$ cat src/lsc_defines.vh
// Constants of the light sensor command controller
`ifndef LSC_DEFINES_VH
`define LSC_DEFINES_VH

`define LSC_OP_PDN        8'h00
`define LSC_OP_PON        8'h01
`define LSC_OP_CLR        8'h07
`define LSC_OP_CONT_FINE  8'h10
`define LSC_OP_CONT_HALF  8'h11
`define LSC_OP_CONT_COARS 8'h13
`define LSC_OP_ONE_FINE   8'h20
`define LSC_OP_ONE_HALF   8'h21
`define LSC_OP_ONE_COARS  8'h23
`define LSC_OP_MTH_PFX    5'h08
`define LSC_OP_MTL_PFX    3'h3

`define LSC_ADDR_HI       7'h5c
`define LSC_ADDR_LO       7'h23

`define LSC_MT_RESET      8'h45
`define LSC_RESULT_RESET  16'h0000

`define LSC_RES_FINE      2'h0
`define LSC_RES_HALF      2'h1
`define LSC_RES_COARSE    2'h2

`define LSC_CLK_KHZ       50000
`define LSC_OSC_KHZ       320
`define LSC_FINE_MS       120
`define LSC_COARSE_MS     16
`define LSC_MT_DEFAULT    69
`define LSC_OSC_DIV       (`LSC_CLK_KHZ / `LSC_OSC_KHZ)
`define LSC_FINE_UNIT     ((`LSC_FINE_MS * `LSC_OSC_KHZ) / `LSC_MT_DEFAULT)
`define LSC_COARSE_UNIT   ((`LSC_COARSE_MS * `LSC_OSC_KHZ) / `LSC_MT_DEFAULT)

`endif

$ cat src/lsc_ctrl.v
// Light sensor serial slave, command decoder and measurement timer
`timescale 1ns/1ps
`default_nettype none
`include "lsc_defines.vh"
module lsc_ctrl #(
  parameter OSC_DIV     = `LSC_OSC_DIV,     // System clocks per oscillator tick
  parameter FINE_UNIT   = `LSC_FINE_UNIT,   // Oscillator ticks per integration step, fine
  parameter COARSE_UNIT = `LSC_COARSE_UNIT  // Oscillator ticks per integration step, coarse
) (
  input  wire        clk_sys,     // 50 MHz system clock
  input  wire        nrst,        // Power-on reset, active low
  input  wire        io_ref_n_ok, // Reference pin level; low holds the reset
  input  wire        scl_i,       // Serial clock pin
  input  wire        sda_i,       // Serial data pin level
  output wire        sda_o,       // Serial data output value, always low
  output reg         sda_oe,      // Serial data pull-down enable
  input  wire        addr_sel,    // Slave address select pin
  input  wire [15:0] adc_count,   // Converter count at end of integration
  output reg  [15:0] result_q,    // Illuminance result register
  output reg  [7:0]  integration_time_bits, // Integration time register
  output reg         powered_q,   // High while powered up
  output reg         meas_busy_q, // High while a measurement runs
  output reg  [1:0]  res_mode_q,  // Resolution of the current measurement
  output reg         cont_mode_q  // High for repeated measurement
);
  localparam S_IDLE  = 3'h0;
  localparam S_ADDR  = 3'h1;
  localparam S_ACKA  = 3'h2;
  localparam S_WR    = 3'h3;
  localparam S_ACKW  = 3'h4;
  localparam S_RD    = 3'h5;
  localparam S_RACK  = 3'h6;
  localparam S_WAIT  = 3'h7;

  wire rst_n = nrst & io_ref_n_ok;

  wire [2:0] pins_s;
  lsc_sync2 #(.W(3)) u_sync (
    .clk_sys (clk_sys),
    .rst_n   (rst_n),
    .din     ({scl_i, sda_i, addr_sel}),
    .dout    (pins_s)
  );
  wire scl_s  = pins_s[2];
  wire sda_s  = pins_s[1];
  wire addr_s = pins_s[0];

  reg scl_q;
  reg sda_q;
  always @(posedge clk_sys or negedge rst_n) begin
    if (!rst_n) begin
      scl_q <= 1'b1;
      sda_q <= 1'b1;
    end else begin
      scl_q <= scl_s;
      sda_q <= sda_s;
    end
  end

  wire scl_rise = scl_s & ~scl_q;
  wire scl_fall = ~scl_s & scl_q;
  wire start_c  = scl_s & scl_q & sda_q & ~sda_s;
  wire stop_c   = scl_s & scl_q & ~sda_q & sda_s;
  wire [6:0] my_addr = addr_s ? `LSC_ADDR_HI : `LSC_ADDR_LO;

  // Serial slave
  reg [2:0] st_q;
  reg [3:0] bit_cnt_q;
  reg [7:0] shift_q;
  reg [7:0] tx_q;
  reg       rw_q;
  reg       got_cmd_q;
  reg       low_next_q;
  reg       rack_ok_q;
  reg       cmd_stb;
  reg [7:0] cmd_q;

  assign sda_o = 1'b0;

  always @(posedge clk_sys or negedge rst_n) begin
    if (!rst_n) begin
      st_q       <= S_IDLE;
      bit_cnt_q  <= 4'h0;
      shift_q    <= 8'h00;
      tx_q       <= 8'h00;
      rw_q       <= 1'b0;
      got_cmd_q  <= 1'b0;
      low_next_q <= 1'b0;
      rack_ok_q  <= 1'b0;
      cmd_stb    <= 1'b0;
      cmd_q      <= 8'h00;
      sda_oe     <= 1'b0;
    end else begin
      cmd_stb <= 1'b0;
      if (stop_c) begin
        st_q   <= S_IDLE;
        sda_oe <= 1'b0;
      end else if (start_c) begin
        st_q      <= S_ADDR;
        bit_cnt_q <= 4'h0;
        got_cmd_q <= 1'b0;
        sda_oe    <= 1'b0;
      end else begin
        case (st_q)
          S_ADDR, S_WR: begin
            if (scl_rise) begin
              shift_q   <= {shift_q[6:0], sda_s};
              bit_cnt_q <= bit_cnt_q + 4'h1;
            end else if (scl_fall && bit_cnt_q == 4'h8) begin
              bit_cnt_q <= 4'h0;
              if (st_q == S_ADDR) begin
                if (shift_q[7:1] == my_addr) begin
                  rw_q   <= shift_q[0];
                  sda_oe <= 1'b1;
                  st_q   <= S_ACKA;
                end else begin
                  st_q <= S_IDLE;
                end
              end else if (!got_cmd_q) begin
                cmd_q     <= shift_q;
                cmd_stb   <= 1'b1;
                got_cmd_q <= 1'b1;
                sda_oe    <= 1'b1;
                st_q      <= S_ACKW;
              end else begin
                st_q <= S_WAIT;
              end
            end
          end
          S_ACKA: begin
            if (scl_fall) begin
              if (rw_q) begin
                tx_q       <= result_q[15:8];
                sda_oe     <= ~result_q[15];
                low_next_q <= 1'b1;
                st_q       <= S_RD;
              end else begin
                sda_oe <= 1'b0;
                st_q   <= S_WR;
              end
            end
          end
          S_ACKW: begin
            if (scl_fall) begin
              sda_oe <= 1'b0;
              st_q   <= S_WR;
            end
          end
          S_RD: begin
            if (scl_fall) begin
              if (bit_cnt_q == 4'h7) begin
                bit_cnt_q <= 4'h0;
                sda_oe    <= 1'b0;
                st_q      <= S_RACK;
              end else begin
                tx_q      <= {tx_q[6:0], 1'b0};
                sda_oe    <= ~tx_q[6];
                bit_cnt_q <= bit_cnt_q + 4'h1;
              end
            end
          end
          S_RACK: begin
            if (scl_rise) begin
              rack_ok_q <= ~sda_s;
            end else if (scl_fall) begin
              if (rack_ok_q) begin
                tx_q       <= low_next_q ? result_q[7:0] : result_q[15:8];
                sda_oe     <= low_next_q ? ~result_q[7] : ~result_q[15];
                low_next_q <= ~low_next_q;
                st_q       <= S_RD;
              end else begin
                st_q <= S_WAIT;
              end
            end
          end
          S_WAIT: begin
            sda_oe <= 1'b0;
          end
          default: begin
            st_q   <= S_IDLE;
            sda_oe <= 1'b0;
          end
        endcase
      end
    end
  end

  // Oscillator tick from the system clock
  reg [7:0] osc_cnt_q;
  wire      osc_tick = (osc_cnt_q == OSC_DIV[7:0] - 8'h01);
  always @(posedge clk_sys or negedge rst_n) begin
    if (!rst_n) begin
      osc_cnt_q <= 8'h00;
    end else if (osc_tick) begin
      osc_cnt_q <= 8'h00;
    end else begin
      osc_cnt_q <= osc_cnt_q + 8'h01;
    end
  end

  // Command decoder and measurement timer
  reg  [9:0] unit_cnt_q;
  reg  [7:0] step_cnt_q;
  wire [9:0] unit_len  = (res_mode_q == `LSC_RES_COARSE) ? COARSE_UNIT[9:0] : FINE_UNIT[9:0];
  wire       unit_end  = osc_tick && (unit_cnt_q == unit_len - 10'h001);
  wire       meas_done = meas_busy_q && unit_end &&
                         ({1'b0, step_cnt_q} + 9'h001 >= {1'b0, integration_time_bits});
  wire       is_start  = (cmd_q[7:4] == 4'h1 || cmd_q[7:4] == 4'h2) &&
                         (cmd_q[3:0] == 4'h0 || cmd_q[3:0] == 4'h1 || cmd_q[3:0] == 4'h3);
  wire [1:0] cmd_res   = (cmd_q[1:0] == 2'h3) ? `LSC_RES_COARSE :
                         (cmd_q[0] ? `LSC_RES_HALF : `LSC_RES_FINE);

  always @(posedge clk_sys or negedge rst_n) begin
    if (!rst_n) begin
      result_q              <= `LSC_RESULT_RESET;
      integration_time_bits <= `LSC_MT_RESET;
      powered_q             <= 1'b0;
      meas_busy_q           <= 1'b0;
      res_mode_q            <= `LSC_RES_FINE;
      cont_mode_q           <= 1'b0;
      unit_cnt_q            <= 10'h000;
      step_cnt_q            <= 8'h00;
    end else if (cmd_stb) begin
      if (cmd_q == `LSC_OP_PDN) begin
        powered_q   <= 1'b0;
        meas_busy_q <= 1'b0;
      end else if (cmd_q == `LSC_OP_PON) begin
        powered_q   <= 1'b1;
        meas_busy_q <= 1'b0;
      end else if (cmd_q == `LSC_OP_CLR) begin
        if (powered_q) begin
          result_q <= `LSC_RESULT_RESET;
        end
      end else if (is_start) begin
        powered_q   <= 1'b1;
        meas_busy_q <= 1'b1;
        cont_mode_q <= (cmd_q[7:4] == 4'h1);
        res_mode_q  <= cmd_res;
        unit_cnt_q  <= 10'h000;
        step_cnt_q  <= 8'h00;
      end else if (cmd_q[7:3] == `LSC_OP_MTH_PFX) begin
        integration_time_bits[7:5] <= cmd_q[2:0];
      end else if (cmd_q[7:5] == `LSC_OP_MTL_PFX) begin
        integration_time_bits[4:0] <= cmd_q[4:0];
      end
    end else if (meas_busy_q && osc_tick) begin
      if (meas_done) begin
        result_q   <= adc_count;
        unit_cnt_q <= 10'h000;
        step_cnt_q <= 8'h00;
        if (!cont_mode_q) begin
          meas_busy_q <= 1'b0;
          powered_q   <= 1'b0;
        end
      end else if (unit_end) begin
        unit_cnt_q <= 10'h000;
        step_cnt_q <= step_cnt_q + 8'h01;
      end else begin
        unit_cnt_q <= unit_cnt_q + 10'h001;
      end
    end
  end
endmodule // lsc_ctrl
`default_nettype wire

$ cat src/lsc_sync2.v
// Two-flop synchroniser for a group of asynchronous inputs
`timescale 1ns/1ps
`default_nettype none
module lsc_sync2 #(
  parameter W = 1
) (
  input  wire         clk_sys, // System clock
  input  wire         rst_n,   // Asynchronous reset, active low
  input  wire [W-1:0] din,     // Asynchronous inputs
  output reg  [W-1:0] dout     // Synchronised outputs
);
  reg [W-1:0] meta_q;

  always @(posedge clk_sys or negedge rst_n) begin
    if (!rst_n) begin
      meta_q <= {W{1'b1}};
      dout   <= {W{1'b1}};
    end else begin
      meta_q <= din;
      dout   <= meta_q;
    end
  end
endmodule // lsc_sync2
`default_nettype wire

$ cat config.mk
export PLATFORM = sky130hd
export DESIGN_NAME = lsc_ctrl
export DESIGN_NICKNAME = d
export VERILOG_FILES = /design/src/lsc_ctrl.v /design/src/lsc_sync2.v
export VERILOG_INCLUDE_DIRS = /design/src
export SDC_FILE = /design/constraint.sdc
export NUM_CORES = 1
export LEC_CHECK = 0
export BUFFER_PORTS_ARGS = -buffer_cell sky130_fd_sc_hd__buf_2
export CORE_ASPECT_RATIO = 1.25
export CORE_MARGIN = 3
export CORE_UTILIZATION = 30
export CTS_BUF_LIST = sky130_fd_sc_hd__clkbuf_4 sky130_fd_sc_hd__clkbuf_8
export DETAILED_ROUTE_END_ITERATION = 8
export HOLD_SLACK_MARGIN = 0.06
export SLEW_MARGIN = 0
export SYNTH_ARGS = -nofsm -noshare
export SYNTH_HDL_FRONTEND = slang
export SYNTH_HIERARCHICAL = 1
export SYNTH_SLANG_ARGS = --single-unit
$ cat constraint.sdc
create_clock -name clk_sys -period 9.1 [get_ports clk_sys]
set_input_delay 1.82 -clock clk_sys [delete_from_list [all_inputs] [get_ports clk_sys]]
set_output_delay 1.82 -clock clk_sys [all_outputs]
set_load 0.005 [all_outputs]
* After elaboration in Yosys (flattened, before gate mapping)
Cells that the tools add are included.
** Word-level totals
- Register bits after elaboration :: 99
- Latch bits :: 0
- Bits in writable memories :: 0
- ROM bits :: 0
- Bits of input ports :: 22
- Output and inout bits :: 31
- Memories :: 0
** Cells by class
- Add/subtract/negate cells :: 6
- Multipliers :: 0
- Div/mod/pow operators :: 0
- Magnitude comparators :: 1
- Equal/unequal tests :: 54
- Shift operators :: 0
- Mux-type cells :: 105
- Bitwise gates (word level) :: 26
- Reductions and logical operators :: 37
** Operator list (count)
- 16-bit two-way mux :: 7
- 10-bit two-way mux :: 9
- 8-bit two-way mux :: 9
- 7-bit two-way mux :: 9
- 1-bit two-way mux :: 45
- 4-bit != test, second input constant :: 11
- 3-bit two-way mux :: 12
- 2-bit != test, second input constant :: 12
- 7-bit one-hot mux with 3 select lines :: 1
- 7-bit AND reduction :: 3
- 4-bit two-way mux :: 5
- 10-bit AND reduction :: 2
- 5-bit AND reduction :: 4
- 1-bit NOT :: 18
- 3-bit one-hot mux with 6 select lines :: 1
- 6-bit AND reduction :: 3
- 8-bit by 1-bit adder with 8-bit output, second input constant :: 2
- 3-bit == test, second input constant :: 4
- 4-bit AND reduction :: 3
- 10-bit by 1-bit adder with 10-bit output, second input constant :: 1
- 10-bit == test :: 1
- 5-bit != test, second input constant :: 2
- 2-bit nonzero test :: 5
- 10-bit by 1-bit subtractor with 10-bit output, second input constant :: 1
- other kinds (31) :: 59

* Depth between registers and ports, before layout
- Depth in word-level cells :: 10
- Gate-level depth with buffers :: 12
- Mapped depth without buffers :: 11

* Hierarchy
Netlist, hierarchy kept.
** By module, submodules not included
- lsc_ctrl :: times used 1, cells each 509, area each 4952.2 µm², sequential area each 2333.5 µm²
- lsc_sync2 :: times used 1, cells each 6, area each 157.7 µm², sequential area each 157.7 µm²

* Worst setup path before layout
No wires, ideal clock.
- Path type :: reg2reg
- Start :: register step_cnt_q[2]
- End :: register result_q[14]
- Setup time :: 122 ps
- Arrival time :: 2427 ps
- Slack :: 6551 ps
- Cell stages (with the launch flop) :: 12
- Path buffers :: 0
- Clock period less this slack :: 2549 ps
- Path through :: dfrtp_1 > nand3_1 > or2_2 > nor2_1 > xor2_1 > ha_1 > a21oi_1 > nand2_1 > o21ai_1 > and3_1 > nor2b_1 > a32o_1
** On the way
- Word-level cells in the longest chain between the ends :: 5
** RTL lines
- from (decl) :: RTL line lsc_ctrl.v:203 : reg [7:0] step_cnt_q;
- from (signal assigned) :: RTL line lsc_ctrl.v:257 : step_cnt_q <= step_cnt_q + 8'h01;
- 8-bit by 1-bit adder with 9-bit output :: RTL line lsc_ctrl.v:207 : ({1'b0, step_cnt_q} + 9'h001 >= {1'b0, integration_time_bits});
- 9-bit by 8-bit greater-or-equal comparator with 1-bit output :: RTL line lsc_ctrl.v:207
- 1-bit logical AND :: RTL line lsc_ctrl.v:206 : wire meas_done = meas_busy_q && unit_end &&
- 2-bit nonzero test (no source line)
- 6-bit AND reduction (no source line)
- to (signal assigned) :: RTL line lsc_ctrl.v:215 : result_q <= `LSC_RESULT_RESET;
- to (signal assigned) :: RTL line lsc_ctrl.v:232 : result_q <= `LSC_RESULT_RESET;
- to (signal assigned) :: RTL line lsc_ctrl.v:248 : result_q <= adc_count;
- to (decl) :: RTL line lsc_ctrl.v:19 : output reg [15:0] result_q,
No other way between the ends.
A chain may end at the register's enable or synchronous reset.

* Worst setup path in the final report
- Start :: register step_cnt_q[0]
- End :: register step_cnt_q[3]
** On the way
- Word-level cells in the longest chain between the ends :: 6
** RTL lines
- 8-bit by 1-bit adder with 9-bit output :: RTL line lsc_ctrl.v:207
- 9-bit by 8-bit greater-or-equal comparator with 1-bit output :: RTL line lsc_ctrl.v:207
- 1-bit logical AND :: RTL line lsc_ctrl.v:206
- 8-bit two-way mux :: RTL line lsc_ctrl.v:247 : if (meas_done) begin
- 8-bit two-way mux :: RTL line lsc_ctrl.v:246 : end else if (meas_busy_q && osc_tick) begin
- 8-bit two-way mux :: RTL line lsc_ctrl.v:223 : end else if (cmd_stb) begin
Several ways; a longest one is shown, not always the timed one. The select of a mux whose other input is x is not followed.

==> summary.md <==
| Metric | Value |
|---|---|
| Mapped Cells | 515 |
| Fmax | 327 MHz |
| CTS H-tree depth | 3 |
| Post-CTS Hold Buffers | 0 |
| Later-pin clock latency in the skew report | 0.38 ns |
| # IOs | 53 |
| Clock Skew | 0.0153 ns |
| Clock sinks | 99 |
| Drt wl/cell | 14.6 um |
| Leak pwr | 2.61 nW |
| Area delta synth->final | 13.4% |
| Layout cell share with drive strength beyond 1 | 19.9% |
| Largest family of logic cells by synthesized area | simple AND/OR/NAND/NOR gates |
| Post-Route WL | about 11000 um |
| HPWL after DPL | 8380 um |
| Via count | between 3000 and 4000 |
| Post-cts repair resize count | 0 |
| Final Cycle Share | approximately a third |
| Share of the synthesized area in the top cell type | 43.1% |
| Ys flop type | dfrtp_1 |
| Mux cell area share after synthesis | 8.57% |
| Period minus WS final | 3.06 ns |
| Setup WS post-layout | 6.04 ns |
| Fin cells | 783 |
| Critical Path Fanout Max | 13 |
| Worst Setup End Kind | register |
| Compound-Gate Fraction of Synth Area | between 10% and 20% |
| TritonCTS Buffers | 9 |
| DP Area | 5580 sq um |
| Die area | around 19000 sq um |
| Antenna Cells | 0 |
| Yosys reg bits | just under 100 |
| Fin. max-slew vios | 0 |
| Grt total ovfl | 0 |
| Vias in the first global route | 3868 |
| Die H | 152 um |
| Synth Area in XOR/XNOR | 3.09% |
| Rows | between 50 and 60 |
| DRT antenna net count | 0 |
| Maxcap violations | 0 |
| Hold_ws | around 0.36 ns |
| RSZ-0062 raised after global routing | no |
| CP Data Arrival Time | 3.33 ns |
| Post-synth top cells | dfrtp_1 (88), nand2_1 (71), o21ai_0 (30), nor2_1 (29), o21ai_1 (25) |
| R2R Setup Slk | 6.04 ns |
| EDFF count, synth | 0 |
| Gr usage total | 13.0% |
| Adder-cell share of the synthesized area | 3.18% |
| Post-synthesis simple-gate area fraction | 19.4% |
| Root Buffer | clkbuf_8 |
| Cell taking the most area after synthesis | dfrtp_1 |
| Setup violations, final | 0 |
| Critical Path RT | 9.37 ns |
| Longest Clk Path Bufs | 2 |
| Finished Cell Area | 5790 sq um |
| Final #Nets | 597 |
| Mean Syn Cell Area | between 9 and 10 sq um |
| First-pass GRT wire length | 19800 um |
| Fraction of registers with async set/reset | between 90% and 100% |
| Hold crit path type | reg -> reg |
| Largest net degree at the start of global routing | 66 |
| Dpl cells | 767 |
| Initial Util | 31.0% |
| Initial antenna violation count | 0 |
| Postcts setup bufs | 0 |
| Final Hold Vio Count | 0 |
| Status | completed |
| Maximum vdd drop | slightly above 0.07 mV |
| Distinct cells, synth | between 60 and 70 |
| Setup CP Type | reg -> reg |
| CP startpoint kind | register |
| PwrDens | 135 nW/um^2 |
| Vias per Instance | 5.03 |
| Most frequent cell after synthesis | dfrtp_1 |
| Max-slew headroom | approximately a third |
| Sequential area share after synthesis | a little under 50% |
| CTS tree | yes |
| Worst-path clk slew | 0.10 ns |
| TritonRoute pass-1 iters | 4 |
| Synthesis Warnings | 6 |
| Slew @ Worst Pin | 0.976 ns |
| TNS Setup | 0 ns |
| DRC | 0 |
| Die width | ~120 um |
| Synth top area cells | dfrtp_1 (43%), dfstp_2 (5.7%), nand2_1 (5.2%), mux2_2 (4.8%), mux2i_1 (3.7%) |
| Syn nets | 550 |
| Initial drt markers | 313 |
| Port Buffer Count | 51 |
| Core footprint | approximately 16000 sq um |
| Dpl ws | 5.88 ns |
| GPL Wtd Cong | 0.829 |
| Post-synthesis instance area | 5110 sq um |
-- per-layer routing --
metal  GRT usage (%)  share of wire, %
met1            17.0                45
met2            21.1                50
met3            2.27               3.3
met4            5.50               2.0
met5               0                 0
-- worst max-delay path, stage by stage, from the launching register on --
cell	delay (ns)
dfrtp_1	0.43
ha_1	0.26
nand3_1	0.19
o21ai_0	0.25
nand2_1	0.11
ha_1	0.30
and4_1	0.24
o21ai_0	0.20
a31oi_4	0.58
nor2_1	0.16
a22o_1	0.23
-- stage by stage --
step / utilization, % / power, mW
after CTS: 35.2 / 0.799
after floorplan: - / 0.476
after global routing: 35.2 / 0.821
after detailed placement: 33.9 / 0.488
after global placement: 33.9 / 0.487
final: 35.2 / 0.784
-- state kept, by name, indices dropped and copies added (netlist names), 2 cells and up --
register,cells
bit_cnt_q,4
cmd_q,8
integration_time_bits,8
osc_cnt_q,8
res_mode_q,2
result_q,16
shift_q,8
st_q,3
step_cnt_q,8
tx_q,7
u_sync/dout,3
u_sync/meta_q,3
unit_cnt_q,10
-- layout make-up --
class	instances	area, sq um
Sequential cell	99	2490
Clock buffer	10	138
Timing Repair Buffer	53	270
Multi-Input combinational cell	382	2480
Clock inverter	6	78.8
Tap cell	216	270
Fill cell	1651	10700
Inverter	17	63.8
-- layout by cell type (no fill, tap or decap), types with 5 or more instances in the layout --
| cell type | n |
|---|---|
| and3_1 | 6 |
| dfstp_2 | 11 |
| nor3_1 | 6 |
| nand3_1 | 14 |
| nand4_1 | 10 |
| nand2_1 | 71 |
| a22o_1 | 9 |
| dfrtp_1 | 88 |
| o21ai_1 | 25 |
| or3_1 | 6 |
| buf_2 | 51 |
| a21oi_1 | 24 |
| o21ai_0 | 30 |
| clkbuf_8 | 10 |
| xor2_1 | 12 |
| xnor2_1 | 6 |
| mux2i_1 | 19 |
| nor2b_1 | 9 |
| nor2_1 | 29 |
| inv_1 | 16 |
| ha_1 | 13 |
| nor4_1 | 6 |
| mux2_2 | 22 |
| o31ai_1 | 5 |
-- path summary, 6_finish.rpt --
check                                      start             end  cells past startpoint
worst max-delay path               step_cnt_q[0]   step_cnt_q[3]                     10
worst min-delay path            u_sync/meta_q[1]  u_sync/dout[1]                      0
worst max register to register     step_cnt_q[0]   step_cnt_q[3]                     10
worst min register to register  u_sync/meta_q[1]  u_sync/dout[1]                      0
max in group asynchronous                   nrst        cmd_q[4]                      3
min in group asynchronous            io_ref_n_ok    bit_cnt_q[0]                      2
-- cells by family (layout without fill, tap and decap cells) --
| group | Yosys count | after routing |
|---|---|---|
| simple gates | 192 | 192 |
| compound gates | 117 | 117 |
| flops | 99 | 99 |
| mux | 41 | 41 |
| buf+inv | 34 | 86 |
| xor+xnor | 18 | 18 |
| fa+ha+maj | 13 | 13 |
| other cells | 1 | 1 |
-- report_power, final --
part           leakage, nW  switching, mW  internal (mW)
logic                 1.23         0.0160         0.0101
clock network        0.111          0.166          0.141
registers             1.27        0.00570          0.446
total                 2.61          0.188          0.597
Note: power is estimated with default switching activity, not from simulation.
